### config.mk
export PLATFORM = sky130hd
export DESIGN_NAME = srp_packetizer
export DESIGN_NICKNAME = d
export VERILOG_FILES = /design/src/include/srp_pkg.sv /design/src/design/srp_packetizer.sv /design/src/design/srp_fifo.sv
export VERILOG_INCLUDE_DIRS = /design/src /design/src/include
export SDC_FILE = /design/constraint.sdc
export NUM_CORES = 2
export LEC_CHECK = 0
export BUFFER_PORTS_ARGS = -buffer_cell sky130_fd_sc_hd__buf_2
export CAP_MARGIN = 20
export CORE_MARGIN = 3
export CORE_UTILIZATION = 55
export CTS_CLUSTER_DIAMETER = 80
export DETAILED_ROUTE_END_ITERATION = 7
export MAX_ROUTING_LAYER = met4
export PLACE_DENSITY = 0.79
export SLEW_MARGIN = 20
export SYNTH_ARGS = -nofsm -noshare
export SYNTH_HDL_FRONTEND = slang
export SYNTH_SLANG_ARGS = --single-unit
### constraint.sdc
create_clock -name clk -period 5.2 [get_ports clk]
set_clock_uncertainty 0.2 [all_clocks]
set_input_delay 0.78 -clock clk [delete_from_list [all_inputs] [get_ports clk]]
set_output_delay 0.78 -clock clk [all_outputs]
set_load 0.05 [all_outputs]
### src/include/srp_defines.svh
`ifndef SRP_DEFINES_SVH
`define SRP_DEFINES_SVH

// System clock
`define SRP_CLK_HZ 100000000
`define SRP_CLK_PERIOD_NS 10
`define SRP_MS_NS 1000000

// Serial line
`define SRP_RATE_RESET 3'h3
`define SRP_BAUD_0 1200
`define SRP_BAUD_1 2400
`define SRP_BAUD_2 4800
`define SRP_BAUD_3 9600
`define SRP_BAUD_4 19200
`define SRP_BAUD_5 38400
`define SRP_BAUD_6 57600
`define SRP_BAUD_7 115200
`define SRP_OVERSAMPLE 16
`define SRP_MID_TICK 4'h7
`define SRP_CHAR_BITS 4'ha

// Buffers and packets
`define SRP_DI_DEPTH 128
`define SRP_RX_DEPTH 4
`define SRP_MAX_PAYLOAD 8'h64
`define SRP_CTS_OFF_FREE 17
`define SRP_CTS_ON_FREE 34
`define SRP_ESC_LEN 2'h3

// Frame bytes
`define SRP_API_DELIM 8'h7e
`define SRP_API_RX16 8'h81
`define SRP_API_TXSTAT 8'h89
`define SRP_API_EVENT 8'h8a
`define SRP_API_TX64 8'h00
`define SRP_API_TX16 8'h01
`define SRP_API_CMD 8'h08
`define SRP_API_CMDQ 8'h09
`define SRP_API_FRAME_ID 8'h01
`define SRP_API_SUM_OK 8'hff

`endif

### src/include/srp_pkg.sv
package srp_pkg;

   typedef enum logic [1:0] {URX_IDLE = 2'b00, URX_START = 2'b01, URX_DATA = 2'b10, URX_STOP = 2'b11} srp_urx_t;
   typedef enum logic [1:0] {REL_IDLE = 2'b00, REL_SEND = 2'b01, REL_DROP = 2'b10} srp_rel_t;
   typedef enum logic [2:0] {
      API_DELIM = 3'b000, API_LENH = 3'b001, API_LENL = 3'b010, API_BODY = 3'b011, API_SUM = 3'b100
   } srp_apin_t;
   typedef enum logic [1:0] {OUT_IDLE = 2'b00, OUT_HDR = 2'b01, OUT_PAY = 2'b10, OUT_SUM = 2'b11} srp_aout_t;

   typedef struct packed {
      logic [2:0] rate;
      logic [15:0] divCnt;
      logic [3:0] bitPhase;
      srp_urx_t urx;
      logic [3:0] rxTick;
      logic [2:0] rxBit;
      logic [7:0] rxShift;
      logic [3:0] idleBits;
      logic [7:0] idleChars;
      logic [16:0] msCnt;
      logic [15:0] silenceMs;
      logic [1:0] escCnt;
      logic escFlush;
      logic [7:0] escKeep;
      logic apiFlush;
      srp_rel_t rel;
      logic [7:0] relCnt;
      logic [1:0] dropCnt;
      logic cmdMode;
      logic cts;
      logic utxBusy;
      logic [3:0] utxTick;
      logic [3:0] utxBits;
      logic [9:0] utxShift;
      srp_apin_t apin;
      logic [15:0] apiLen;
      logic [7:0] apiSum;
      logic [7:0] apiId;
      logic apiFirst;
      logic apiOk;
      logic apiBad;
      logic apiCmd;
      srp_aout_t aout;
      logic [7:0][7:0] hdr;
      logic [2:0] hdrIdx;
      logic [2:0] hdrLast;
      logic [7:0] payLeft;
      logic [7:0] oSum;
      logic rxFirst;
      logic metaHeld;
      logic [15:0] srcAddr;
      logic [7:0] rssi;
      logic [7:0] pLen;
      logic statPend;
      logic statOk;
      logic evtPend;
      logic [7:0] evtCode;
   } srp_state_t;

endpackage : srp_pkg

### src/design/srp_packetizer.sv
`timescale 1ns/1ns
`default_nettype none
`include "srp_defines.svh"

module srp_packetizer #(
   parameter int MS_CYCLES = `SRP_MS_NS / `SRP_CLK_PERIOD_NS
) (
   input wire logic clk,
   input wire logic rst,
   input wire logic serialInputPin,
   output logic serialOutputPin,
   output logic ctsPinN,
   input wire logic [2:0] interfaceRateSelect,
   input wire logic [7:0] packetizationTimeout,
   input wire logic [15:0] guardInterval,
   input wire logic [7:0] escapeCharacter,
   input wire logic ctsPinConfig,
   input wire logic apiMode,
   output logic cmdModeReq,
   output logic apiFrameOk,
   output logic apiFrameBad,
   output logic apiCmdFrame,
   output logic [7:0] txByte,
   output logic txByteValid,
   output logic txByteLast,
   input wire logic txByteReady,
   input wire logic radioBusy,
   input wire logic txStatusValid,
   input wire logic txStatusOk,
   input wire logic [7:0] rxByte,
   input wire logic rxValid,
   input wire logic rxLast,
   output logic rxReady,
   input wire logic [15:0] rxSrcAddr,
   input wire logic [7:0] rxRssi,
   input wire logic [7:0] rxLen,
   input wire logic eventValid,
   input wire logic [7:0] eventCode
);
   import srp_pkg::*;

   localparam int DI_LW = $clog2(`SRP_DI_DEPTH) + 2;
   localparam int RX_LW = $clog2(`SRP_RX_DEPTH) + 2;
   localparam logic [DI_LW-1:0] CTS_OFF_LVL = DI_LW'(`SRP_DI_DEPTH - `SRP_CTS_OFF_FREE);
   localparam logic [DI_LW-1:0] CTS_ON_LVL = DI_LW'(`SRP_DI_DEPTH - `SRP_CTS_ON_FREE);

   srp_state_t q, d;
   logic [15:0] divTop;
   logic tick16, bitTick, byteDone;
   logic diReady, diOutValid, diPop;
   logic [7:0] diOutData;
   logic [DI_LW-1:0] diLevel;
   logic [7:0] avail;
   logic rxInValid, rxInReady, rxOutValid, rxPop;
   logic [7:0] rxOutData;
   logic [RX_LW-1:0] rxLevel;
   logic [7:0] outByte;
   logic outValid, outTake;

   // Sixteen-times oversample divisor per rate code
   always_comb begin
      unique case (q.rate)
         3'h0: divTop = 16'(`SRP_CLK_HZ / (`SRP_OVERSAMPLE * `SRP_BAUD_0) - 1);
         3'h1: divTop = 16'(`SRP_CLK_HZ / (`SRP_OVERSAMPLE * `SRP_BAUD_1) - 1);
         3'h2: divTop = 16'(`SRP_CLK_HZ / (`SRP_OVERSAMPLE * `SRP_BAUD_2) - 1);
         3'h3: divTop = 16'(`SRP_CLK_HZ / (`SRP_OVERSAMPLE * `SRP_BAUD_3) - 1);
         3'h4: divTop = 16'(`SRP_CLK_HZ / (`SRP_OVERSAMPLE * `SRP_BAUD_4) - 1);
         3'h5: divTop = 16'(`SRP_CLK_HZ / (`SRP_OVERSAMPLE * `SRP_BAUD_5) - 1);
         3'h6: divTop = 16'(`SRP_CLK_HZ / (`SRP_OVERSAMPLE * `SRP_BAUD_6) - 1);
         3'h7: divTop = 16'(`SRP_CLK_HZ / (`SRP_OVERSAMPLE * `SRP_BAUD_7) - 1);
      endcase
   end

   // Rate enables and buffer glue
   assign tick16 = (q.divCnt == divTop);
   assign bitTick = tick16 && (q.bitPhase == 4'hf);
   assign byteDone = tick16 && (q.urx == URX_STOP) && (q.rxTick == 4'hf) && serialInputPin;
   assign avail = 8'(diLevel) - 8'(q.escCnt);
   assign diPop = (q.rel == REL_DROP) || ((q.rel == REL_SEND) && txByteReady);
   assign txByteValid = (q.rel == REL_SEND) && diOutValid;
   assign txByte = diOutData;
   assign txByteLast = txByteValid && (q.relCnt == 8'h01);
   assign rxInValid = rxValid && !(apiMode && q.rxFirst && q.metaHeld);
   assign rxReady = rxInReady && !(apiMode && q.rxFirst && q.metaHeld);
   assign outTake = outValid && !q.utxBusy;
   assign rxPop = outTake && (!apiMode || (q.aout == OUT_PAY));
   assign serialOutputPin = q.utxBusy ? q.utxShift[0] : 1'b1;
   assign ctsPinN = ctsPinConfig ? q.cts : 1'b0;
   assign cmdModeReq = q.cmdMode;
   assign apiFrameOk = q.apiOk;
   assign apiFrameBad = q.apiBad;
   assign apiCmdFrame = q.apiCmd;

   // Byte offered to the serial transmitter
   always_comb begin
      outByte = rxOutData;
      outValid = 1'b0;
      if (!apiMode) begin
         outValid = rxOutValid;
      end else begin
         unique case (q.aout)
            OUT_IDLE: outValid = 1'b0;
            OUT_HDR: begin
               outByte = q.hdr[q.hdrIdx];
               outValid = 1'b1;
            end
            OUT_PAY: outValid = rxOutValid;
            OUT_SUM: begin
               outByte = `SRP_API_SUM_OK - q.oSum;
               outValid = 1'b1;
            end
         endcase
      end
   end

   always_comb begin
      d = q;
      d.rate = interfaceRateSelect;
      d.cmdMode = 1'b0;
      d.apiOk = 1'b0;
      d.apiBad = 1'b0;
      d.divCnt = tick16 ? 16'h0 : q.divCnt + 16'h1;
      if (tick16) begin
         d.bitPhase = q.bitPhase + 4'h1;
      end

      // Receiver: start, eight data bits, one stop bit
      if (tick16) begin
         d.rxTick = q.rxTick + 4'h1;
         unique case (q.urx)
            URX_IDLE: begin
               d.rxTick = 4'h0;
               if (!serialInputPin) begin
                  d.urx = URX_START;
               end
            end
            URX_START: begin
               if (q.rxTick == `SRP_MID_TICK) begin
                  d.rxTick = 4'h0;
                  d.rxBit = 3'h0;
                  d.urx = serialInputPin ? URX_IDLE : URX_DATA;
               end
            end
            URX_DATA: begin
               if (q.rxTick == 4'hf) begin
                  d.rxShift = {serialInputPin, q.rxShift[7:1]};
                  d.rxBit = q.rxBit + 3'h1;
                  if (q.rxBit == 3'h7) begin
                     d.urx = URX_STOP;
                  end
               end
            end
            URX_STOP: begin
               if (q.rxTick == 4'hf) begin
                  d.urx = URX_IDLE;
               end
            end
         endcase
      end

      // Idle time in character times and silence in milliseconds
      d.msCnt = (q.msCnt == 17'(MS_CYCLES - 1)) ? 17'h0 : q.msCnt + 17'h1;
      if (q.msCnt == 17'(MS_CYCLES - 1) && q.silenceMs != 16'hffff) begin
         d.silenceMs = q.silenceMs + 16'h1;
      end
      if (bitTick && q.urx == URX_IDLE) begin
         d.idleBits = (q.idleBits == `SRP_CHAR_BITS - 4'h1) ? 4'h0 : q.idleBits + 4'h1;
         if (q.idleBits == `SRP_CHAR_BITS - 4'h1 && q.idleChars != 8'hff) begin
            d.idleChars = q.idleChars + 8'h1;
         end
      end

      if (byteDone) begin
         d.idleBits = 4'h0;
         d.idleChars = 8'h0;
         d.silenceMs = 16'h0;
         // The first escape character counts only after guard silence
         if (!apiMode && q.rxShift == escapeCharacter &&
             ((q.escCnt == 2'h0 && q.silenceMs >= guardInterval) ||
              (q.escCnt != 2'h0 && q.escCnt != `SRP_ESC_LEN))) begin
            d.escCnt = q.escCnt + 2'h1;
         end else begin
            d.escCnt = 2'h0;
         end
      end else if (q.escCnt == `SRP_ESC_LEN && q.silenceMs >= guardInterval && !q.escFlush) begin
         // Trailing guard silence confirms the sequence
         d.escCnt = 2'h0;
         d.escFlush = 1'b1;
         d.escKeep = 8'(diLevel) - 8'(`SRP_ESC_LEN);
         d.cmdMode = 1'b1;
      end

      // Input frame parser: length, identifier, checksum
      if (apiMode && byteDone) begin
         unique case (q.apin)
            API_DELIM: d.apin = (q.rxShift == `SRP_API_DELIM) ? API_LENH : API_DELIM;
            API_LENH: begin
               d.apiLen[15:8] = q.rxShift;
               d.apin = API_LENL;
            end
            API_LENL: begin
               d.apiLen[7:0] = q.rxShift;
               d.apiSum = 8'h0;
               d.apiFirst = 1'b1;
               d.apin = ({q.apiLen[15:8], q.rxShift} == 16'h0) ? API_DELIM : API_BODY;
            end
            API_BODY: begin
               d.apiSum = q.apiSum + q.rxShift;
               d.apiFirst = 1'b0;
               if (q.apiFirst) begin
                  d.apiId = q.rxShift;
               end
               d.apiLen = q.apiLen - 16'h1;
               if (q.apiLen == 16'h1) begin
                  d.apin = API_SUM;
               end
            end
            API_SUM: begin
               d.apin = API_DELIM;
               d.apiFlush = 1'b1;
               if (8'(q.apiSum + q.rxShift) == `SRP_API_SUM_OK &&
                   (q.apiId == `SRP_API_TX64 || q.apiId == `SRP_API_TX16 ||
                    q.apiId == `SRP_API_CMD || q.apiId == `SRP_API_CMDQ)) begin
                  d.apiOk = 1'b1;
                  d.apiCmd = (q.apiId == `SRP_API_CMD || q.apiId == `SRP_API_CMDQ);
               end else begin
                  d.apiBad = 1'b1;
               end
            end
            default: d.apin = API_DELIM;
         endcase
      end

      // Packet release toward the radio
      unique case (q.rel)
         REL_IDLE: begin
            // Start no release while the radio is busy; a packet already being sent continues
            if (!radioBusy) begin
               if (q.escFlush) begin
                  // Send what preceded the sequence, then drop it
                  d.escFlush = 1'b0;
                  d.relCnt = q.escKeep;
                  d.dropCnt = `SRP_ESC_LEN;
                  d.rel = (q.escKeep == 8'h0) ? REL_DROP : REL_SEND;
               end else if (avail >= `SRP_MAX_PAYLOAD) begin
                  d.relCnt = `SRP_MAX_PAYLOAD;
                  d.dropCnt = 2'h0;
                  d.rel = REL_SEND;
               end else if (avail != 8'h0 && q.escCnt == 2'h0 &&
                            (apiMode ? q.apiFlush : (q.idleChars >= packetizationTimeout))) begin
                  // Frame end in framed mode, else idle timeout where zero timeout flushes at once
                  d.apiFlush = 1'b0;
                  d.relCnt = avail;
                  d.dropCnt = 2'h0;
                  d.rel = REL_SEND;
               end
            end
         end
         REL_SEND: begin
            if (diOutValid && txByteReady) begin
               d.relCnt = q.relCnt - 8'h1;
               if (q.relCnt == 8'h1) begin
                  d.rel = (q.dropCnt == 2'h0) ? REL_IDLE : REL_DROP;
               end
            end
         end
         REL_DROP: begin
            if (diOutValid) begin
               d.dropCnt = q.dropCnt - 2'h1;
               if (q.dropCnt == 2'h1) begin
                  d.rel = REL_IDLE;
               end
            end
         end
         default: d.rel = REL_IDLE;
      endcase

      if (diLevel >= CTS_OFF_LVL) begin
         d.cts = 1'b1;
      end else if (diLevel <= CTS_ON_LVL) begin
         d.cts = 1'b0;
      end

      if (outTake) begin
         d.utxBusy = 1'b1;
         d.utxShift = {1'b1, outByte, 1'b0};
         d.utxTick = 4'h0;
         d.utxBits = 4'h0;
      end else if (q.utxBusy && tick16) begin
         d.utxTick = q.utxTick + 4'h1;
         if (q.utxTick == 4'hf) begin
            d.utxShift = {1'b1, q.utxShift[9:1]};
            d.utxBits = q.utxBits + 4'h1;
            d.utxBusy = (q.utxBits != `SRP_CHAR_BITS - 4'h1);
         end
      end

      // In framed mode, capture packet details with its first byte
      if (rxInValid && rxInReady) begin
         d.rxFirst = rxLast;
         if (q.rxFirst && apiMode) begin
            d.metaHeld = 1'b1;
            d.srcAddr = rxSrcAddr;
            d.rssi = rxRssi;
            d.pLen = rxLen;
         end
      end

      // Output frame generator, status before events before data
      // Only framed mode latches reports; one already pending is kept across a mode change
      if (txStatusValid && apiMode) begin
         d.statPend = 1'b1;
         d.statOk = txStatusOk;
      end
      if (eventValid && apiMode) begin
         d.evtPend = 1'b1;
         d.evtCode = eventCode;
      end
      if (apiMode) begin
         unique case (q.aout)
            OUT_IDLE: begin
               d.hdrIdx = 3'h0;
               d.oSum = 8'h0;
               d.payLeft = 8'h0;
               if (q.statPend) begin
                  d.statPend = txStatusValid;
                  d.hdr = {16'h0, 7'h0, !q.statOk, `SRP_API_FRAME_ID, `SRP_API_TXSTAT, 16'h0300, `SRP_API_DELIM};
                  d.hdrLast = 3'h5;
                  d.aout = OUT_HDR;
               end else if (q.evtPend) begin
                  d.evtPend = eventValid;
                  d.hdr = {24'h0, q.evtCode, `SRP_API_EVENT, 16'h0200, `SRP_API_DELIM};
                  d.hdrLast = 3'h4;
                  d.aout = OUT_HDR;
               end else if (q.metaHeld && rxOutValid) begin
                  d.hdr = {8'h00, q.rssi, q.srcAddr[7:0], q.srcAddr[15:8], `SRP_API_RX16,
                           8'(q.pLen + 8'h5), 8'h00, `SRP_API_DELIM};
                  d.hdrLast = 3'h7;
                  d.payLeft = q.pLen;
                  d.aout = OUT_HDR;
               end
            end
            OUT_HDR: begin
               if (outTake) begin
                  d.hdrIdx = q.hdrIdx + 3'h1;
                  if (q.hdrIdx >= 3'h3) begin
                     d.oSum = q.oSum + outByte;
                  end
                  if (q.hdrIdx == q.hdrLast) begin
                     d.aout = (q.payLeft != 8'h0) ? OUT_PAY : OUT_SUM;
                  end
               end
            end
            OUT_PAY: begin
               if (outTake) begin
                  d.oSum = q.oSum + outByte;
                  d.payLeft = q.payLeft - 8'h1;
                  if (q.payLeft == 8'h1) begin
                     d.metaHeld = 1'b0;
                     d.aout = OUT_SUM;
                  end
               end
            end
            OUT_SUM: begin
               if (outTake) begin
                  d.aout = OUT_IDLE;
               end
            end
         endcase
      end
   end

   always_ff @(posedge clk) begin
      if (rst) begin
         q <= '0;
         q.rate <= `SRP_RATE_RESET;
         q.rxFirst <= 1'b1;
      end else begin
         q <= d;
      end
   end

   // Serial input buffer; a byte with no room is lost
   srp_fifo #(.WIDTH(8), .DEPTH(`SRP_DI_DEPTH)) diBuffer (
      .clk(clk),
      .rst(rst),
      .inData(q.rxShift),
      .inValid(byteDone),
      .inReady(diReady),
      .outData(diOutData),
      .outValid(diOutValid),
      .outReady(diPop),
      .level(diLevel)
   );

   // Radio receive buffer, drained by the serial transmitter
   srp_fifo #(.WIDTH(8), .DEPTH(`SRP_RX_DEPTH)) rxBuffer (
      .clk(clk),
      .rst(rst),
      .inData(rxByte),
      .inValid(rxInValid),
      .inReady(rxInReady),
      .outData(rxOutData),
      .outValid(rxOutValid),
      .outReady(rxPop),
      .level(rxLevel)
   );

endmodule : srp_packetizer

`default_nettype wire

### src/design/srp_fifo.sv
`timescale 1ns/1ns
`default_nettype none

// Circular buffer with a registered output word; level counts both
module srp_fifo #(
   parameter int WIDTH = 8,
   parameter int DEPTH = 4
) (
   input wire logic clk,
   input wire logic rst,
   input wire logic [WIDTH-1:0] inData,
   input wire logic inValid,
   output logic inReady,
   output logic [WIDTH-1:0] outData,
   output logic outValid,
   input wire logic outReady,
   output logic [$clog2(DEPTH)+1:0] level
);
   localparam int AW = $clog2(DEPTH);

   typedef struct packed {
      logic [DEPTH-1:0][WIDTH-1:0] mem;
      logic [AW-1:0] wp;
      logic [AW-1:0] rp;
      logic [AW:0] cnt;
      logic oValid;
      logic [WIDTH-1:0] oData;
   } srp_fifo_state_t;

   srp_fifo_state_t q, d;
   logic push, pop, load;

   // Handshakes and level
   assign inReady = (q.cnt != (AW+1)'(DEPTH));
   assign outValid = q.oValid;
   assign outData = q.oData;
   assign level = (AW+2)'(q.cnt) + (AW+2)'(q.oValid);

   // Next state: write, refill output register, pop
   always_comb begin
      d = q;
      push = inValid && inReady;
      pop = q.oValid && outReady;
      load = (!q.oValid || pop) && (q.cnt != '0);
      if (pop) begin
         d.oValid = 1'b0;
      end
      if (load) begin
         d.oData = q.mem[q.rp];
         d.oValid = 1'b1;
         d.rp = q.rp + 1'b1;
      end
      if (push) begin
         d.mem[q.wp] = inData;
         d.wp = q.wp + 1'b1;
      end
      d.cnt = q.cnt + (AW+1)'(push) - (AW+1)'(load);
   end

   always_ff @(posedge clk) begin
      if (rst) begin
         q <= '0;
      end else begin
         q <= d;
      end
   end

endmodule : srp_fifo

`default_nettype wire

==> metrics <==
number of enable-type register cells in the synthesized netlist=0; GRT Resource Usage Total=between 20 and 30%; CP cell instances=nand2b_1, a21oi_1, a21oi_1, o22ai_1, a21oi_1, nor2_1, a21oi_1, inv_1, ha_1, a21o_1, a21oi_1, nor2b_1, o21a_1, o41ai_1, xnor2_1, mux2_2, a21oi_1; setup repair after global routing missed its margin=no; final hold slack=0.05505 ns; Max Root-Sink Buffers=3; Final GP Congestion=0.8994; mean instance size in the synthesized netlist=8.748 um^2; Layout Cells excl Fill=just under 9000; layout cell share with drive strength beyond 1=between 10% and 20%; leakage power figure=0.02353 uW; Arr. time, crit path=~4.8 ns; warning count from the yosys run=0; share of the yosys chip area belonging to registers=43.43%; Power Dens Cells=~360 nW/um^2; I/O pin count=approximately 110; Hold Crit Start=rxSrcAddr[11]; top cells by area, synth=sky130_fd_sc_hd__dfxtp_1 (43%), sky130_fd_sc_hd__mux4_2 (12%), sky130_fd_sc_hd__a21oi_1 (8.9%); xor/xnor share of the synthesized area=1.878%; final max-slew violation count=0; proportion of netlist area held by the largest area contributor=43.43%; setup tns final=0 ns; DP Cell Count=8377; path category of the worst min-delay check=in2reg; time the final worst path needs with I/O delays and setup=4.303 ns; async set-reset flop share out of synthesis=0%; delay of the slowest cell on the worst path=0.86 ns; post-synthesis mux area share=15.15%; most common flop cell mapped by yosys=sky130_fd_sc_hd__dfxtp_1; routed via count divided by cell count=6.313; detailed placement HPWL=105100 um; Finish-stage setup viols=0; Starting Density=a little under three fifths; top post-synthesis cells by count=sky130_fd_sc_hd__dfxtp_1 (1386), sky130_fd_sc_hd__nand2_1 (1232), sky130_fd_sc_hd__a21oi_1 (1136); cell area after layout=69640 um^2; launching point of the worst reg2reg path=q[65]; # clock sinks=1386; share of total power in sequential cells=44.0%; sum of overflow across all layers after global routing=0; maximum number of pins on one net before global-route repair=approximately 230; required time of the critical path=5.68 ns; # H-tree levels=4; routed vias=54560; count of cells resized by post-cts repair=0; worst slew pin tran=1.186 ns; post-cts hold buffer count=0; floorplan die width=346.8 um; Crit Path Max Fanout=21; site row count=124; kind of cell adding the most delay to the critical path=compound AO/OA/AOI/OAI gates; synthesized netlist net count=approximately 7500; net count of the finished layout=7215; cell area reported after detailed placement=around 65000 um^2; Switching Share=about 28%; clock root cell=sky130_fd_sc_hd__clkbuf_16; sum of buffers and inverters on the critical path=1; count leader, synth=sky130_fd_sc_hd__dfxtp_1; antenna violation net count after detailed routing=0; net switching component of the power=7125 uW; final worst-path cycle share=82.75%; most frequent cell on the critical path=sky130_fd_sc_hd__a21oi_1; Worst-path clk slew=0.06 ns; dominant cell type by area after synthesis=sky130_fd_sc_hd__dfxtp_1; combinational family with the most area after synthesis=compound AO/OA/AOI/OAI gates; synthesized area=about 64000 um^2; input/output buffers=111; critical path class=reg2reg; post-synthesis adder-cell area fraction=2.213%; fraction of the mapped netlist area in compound gates=between 15 and 20%; first-pass detailed-route iteration total=8; DRC errors left=0; type of origin of the critical path=flop; number of different library cells in the post-synthesis netlist=80; pre-CTS setup slack=slightly below 1 ns; combinational fraction of design power=15.5%; drt total wl=175000 um; largest voltage drop on the vdd net=around 0.35 mV; final hold violation count=0; CTS tree=yes; Floorplan Core Area=114800 um^2; clock share of power=40.5%; Worst setup EP type=flop; maximum achievable frequency=about 230 MHz; via count of the first global-routing pass=between 50000 and 60000; slowest stage cell on the critical path=sky130_fd_sc_hd__dfxtp_1; simple-gate share of the synthesized area=~14%; launching instance or port of the critical path=q[65]; vertical die dimension=346.8 um; area of the die=~120000 um^2; internal power contribution=18270 uW; number of storage elements in the synthesis netlist=1386; number of clock buffers inserted by TritonCTS=between 100 and 150; global-route wire length before repair=around 280000 um; final routed wire length divided by cell count=around 20 um; area growth from synthesis to final layout=9.007%; number of antenna violations at the first check in global routing=5; Iter 0 DRT Violations=6549; setup slack after layout=0.8968 ns; worst slew slack as a fraction of its limit=20.91%; Setup Buffers After CTS=0; number of maximum-capacitance violations=0; status=completed; instance count of the mapped netlist=7303; latest clock arrival within the worst-skew pair=0.77 ns
[worst reg2reg max path, stage by stage (launching register included)]
cell and delay (ns):
sky130_fd_sc_hd__dfxtp_1 0.86, sky130_fd_sc_hd__nand2b_1 0.30, sky130_fd_sc_hd__a21oi_1 0.10, sky130_fd_sc_hd__a21oi_1 0.17, sky130_fd_sc_hd__o22ai_1 0.10, sky130_fd_sc_hd__a21oi_1 0.14, sky130_fd_sc_hd__nor2_1 0.07, sky130_fd_sc_hd__a21oi_1 0.27
sky130_fd_sc_hd__inv_1 0.09, sky130_fd_sc_hd__ha_1 0.28, sky130_fd_sc_hd__a21o_1 0.18, sky130_fd_sc_hd__a21oi_1 0.22, sky130_fd_sc_hd__nor2b_1 0.08, sky130_fd_sc_hd__o21a_1 0.19, sky130_fd_sc_hd__o41ai_1 0.35, sky130_fd_sc_hd__xnor2_1 0.19
sky130_fd_sc_hd__mux2_2 0.35, sky130_fd_sc_hd__a21oi_1 0.12
[registers in the layout (all words and copies together), names as in the netlist, named ones only]
name               flops
diBuffer.outValid      1
rxBuffer.outValid      1
apiFrameOk             1
apiCmdFrame            1
rxBuffer.q            39
cmdModeReq             1
q                    265
rxBuffer.outData       8
divTop                13
apiFrameBad            1
diBuffer.q          1046
diBuffer.outData       8
[logic make-up after synthesis]
logic type,Yosys count
simple gates,2107
flops,1386
mux,535
buf+inv,755
compound gates,2273
fa+ha+maj,110
xor+xnor,137
[cell type report]
type                       instances  area [um^2]
inverter                          97        364.1
sequential                      1386        27790
clock inverter                    47        578.1
tap                             1512         1892
clock buffer                     211         4135
antenna                            7        17.52
multi-input combinational       5162        33290
timing repair buffer             220         1572
fill                            9327        45170
[power groups by stage]
stage | sequential [uW] | combinational (uW) | clock [uW]
finish | 11200 | 3930 | 10300
global route | 11200 | 4280 | 10800
CTS | 11200 | 3920 | 10400
detailed placement | 11400 | 3910 | 0
global placement | 11400 | 3860 | 0
floorplan | 11200 | 3200 | 0
[cells in the final DEF, fill, tap and decap left out, types with 14 or more instances in the layout]
master and n:
sky130_fd_sc_hd__xnor2_1 81, sky130_fd_sc_hd__buf_2 110, sky130_fd_sc_hd__xor2_1 56, sky130_fd_sc_hd__ha_1 105, sky130_fd_sc_hd__buf_12 15, sky130_fd_sc_hd__nand4_1 34
sky130_fd_sc_hd__mux2i_1 178, sky130_fd_sc_hd__a211oi_1 29, sky130_fd_sc_hd__nor4_1 15, sky130_fd_sc_hd__nor3_1 44, sky130_fd_sc_hd__a22oi_1 18, sky130_fd_sc_hd__clkbuf_1 39
sky130_fd_sc_hd__buf_4 94, sky130_fd_sc_hd__clkbuf_8 28, sky130_fd_sc_hd__o21ai_0 975, sky130_fd_sc_hd__inv_1 96, sky130_fd_sc_hd__dfxtp_1 1374, sky130_fd_sc_hd__and3_1 18
sky130_fd_sc_hd__nand2b_1 20, sky130_fd_sc_hd__nand3_1 145, sky130_fd_sc_hd__mux4_2 344, sky130_fd_sc_hd__a21o_1 14, sky130_fd_sc_hd__nor2_2 65, sky130_fd_sc_hd__clkbuf_16 144
sky130_fd_sc_hd__nor2b_1 23, sky130_fd_sc_hd__nor2_4 24, sky130_fd_sc_hd__a21oi_1 1136, sky130_fd_sc_hd__nor2_1 403, sky130_fd_sc_hd__clkinv_2 19, sky130_fd_sc_hd__nand2_1 1228
[through the flow]
| step | total power (uW) | utilization, % |
|---|---|---|
| global route | 26300 | 60.65 |
| finish | 25400 | 60.66 |
| floorplan | 14380 | - |
| CTS | 25460 | 60.64 |
| detailed placement | 15310 | 56.53 |
| global placement | 15250 | 56.53 |
[per-layer routing]
metal / track usage [%] / wire, um / part of all wire [%]
met5: - / 0 / 0
met4: 10.74 / 6096 / 3.5
met3: 5.445 / 16420 / 9.4
met2: 45.48 / 82160 / 47
met1: 37.26 / 70330 / 40
[final timing paths]
check | cells past startpoint | endpoint | slack, ns
worst max register to register | 17 | q[52] | 0.90
worst min-delay path | 3 | q[38] | 0.06
worst min register to register | 2 | q[37] | 0.25
worst max-delay path | 17 | q[52] | 0.90
No activity file was read; power rests on OpenSTA's default activity.
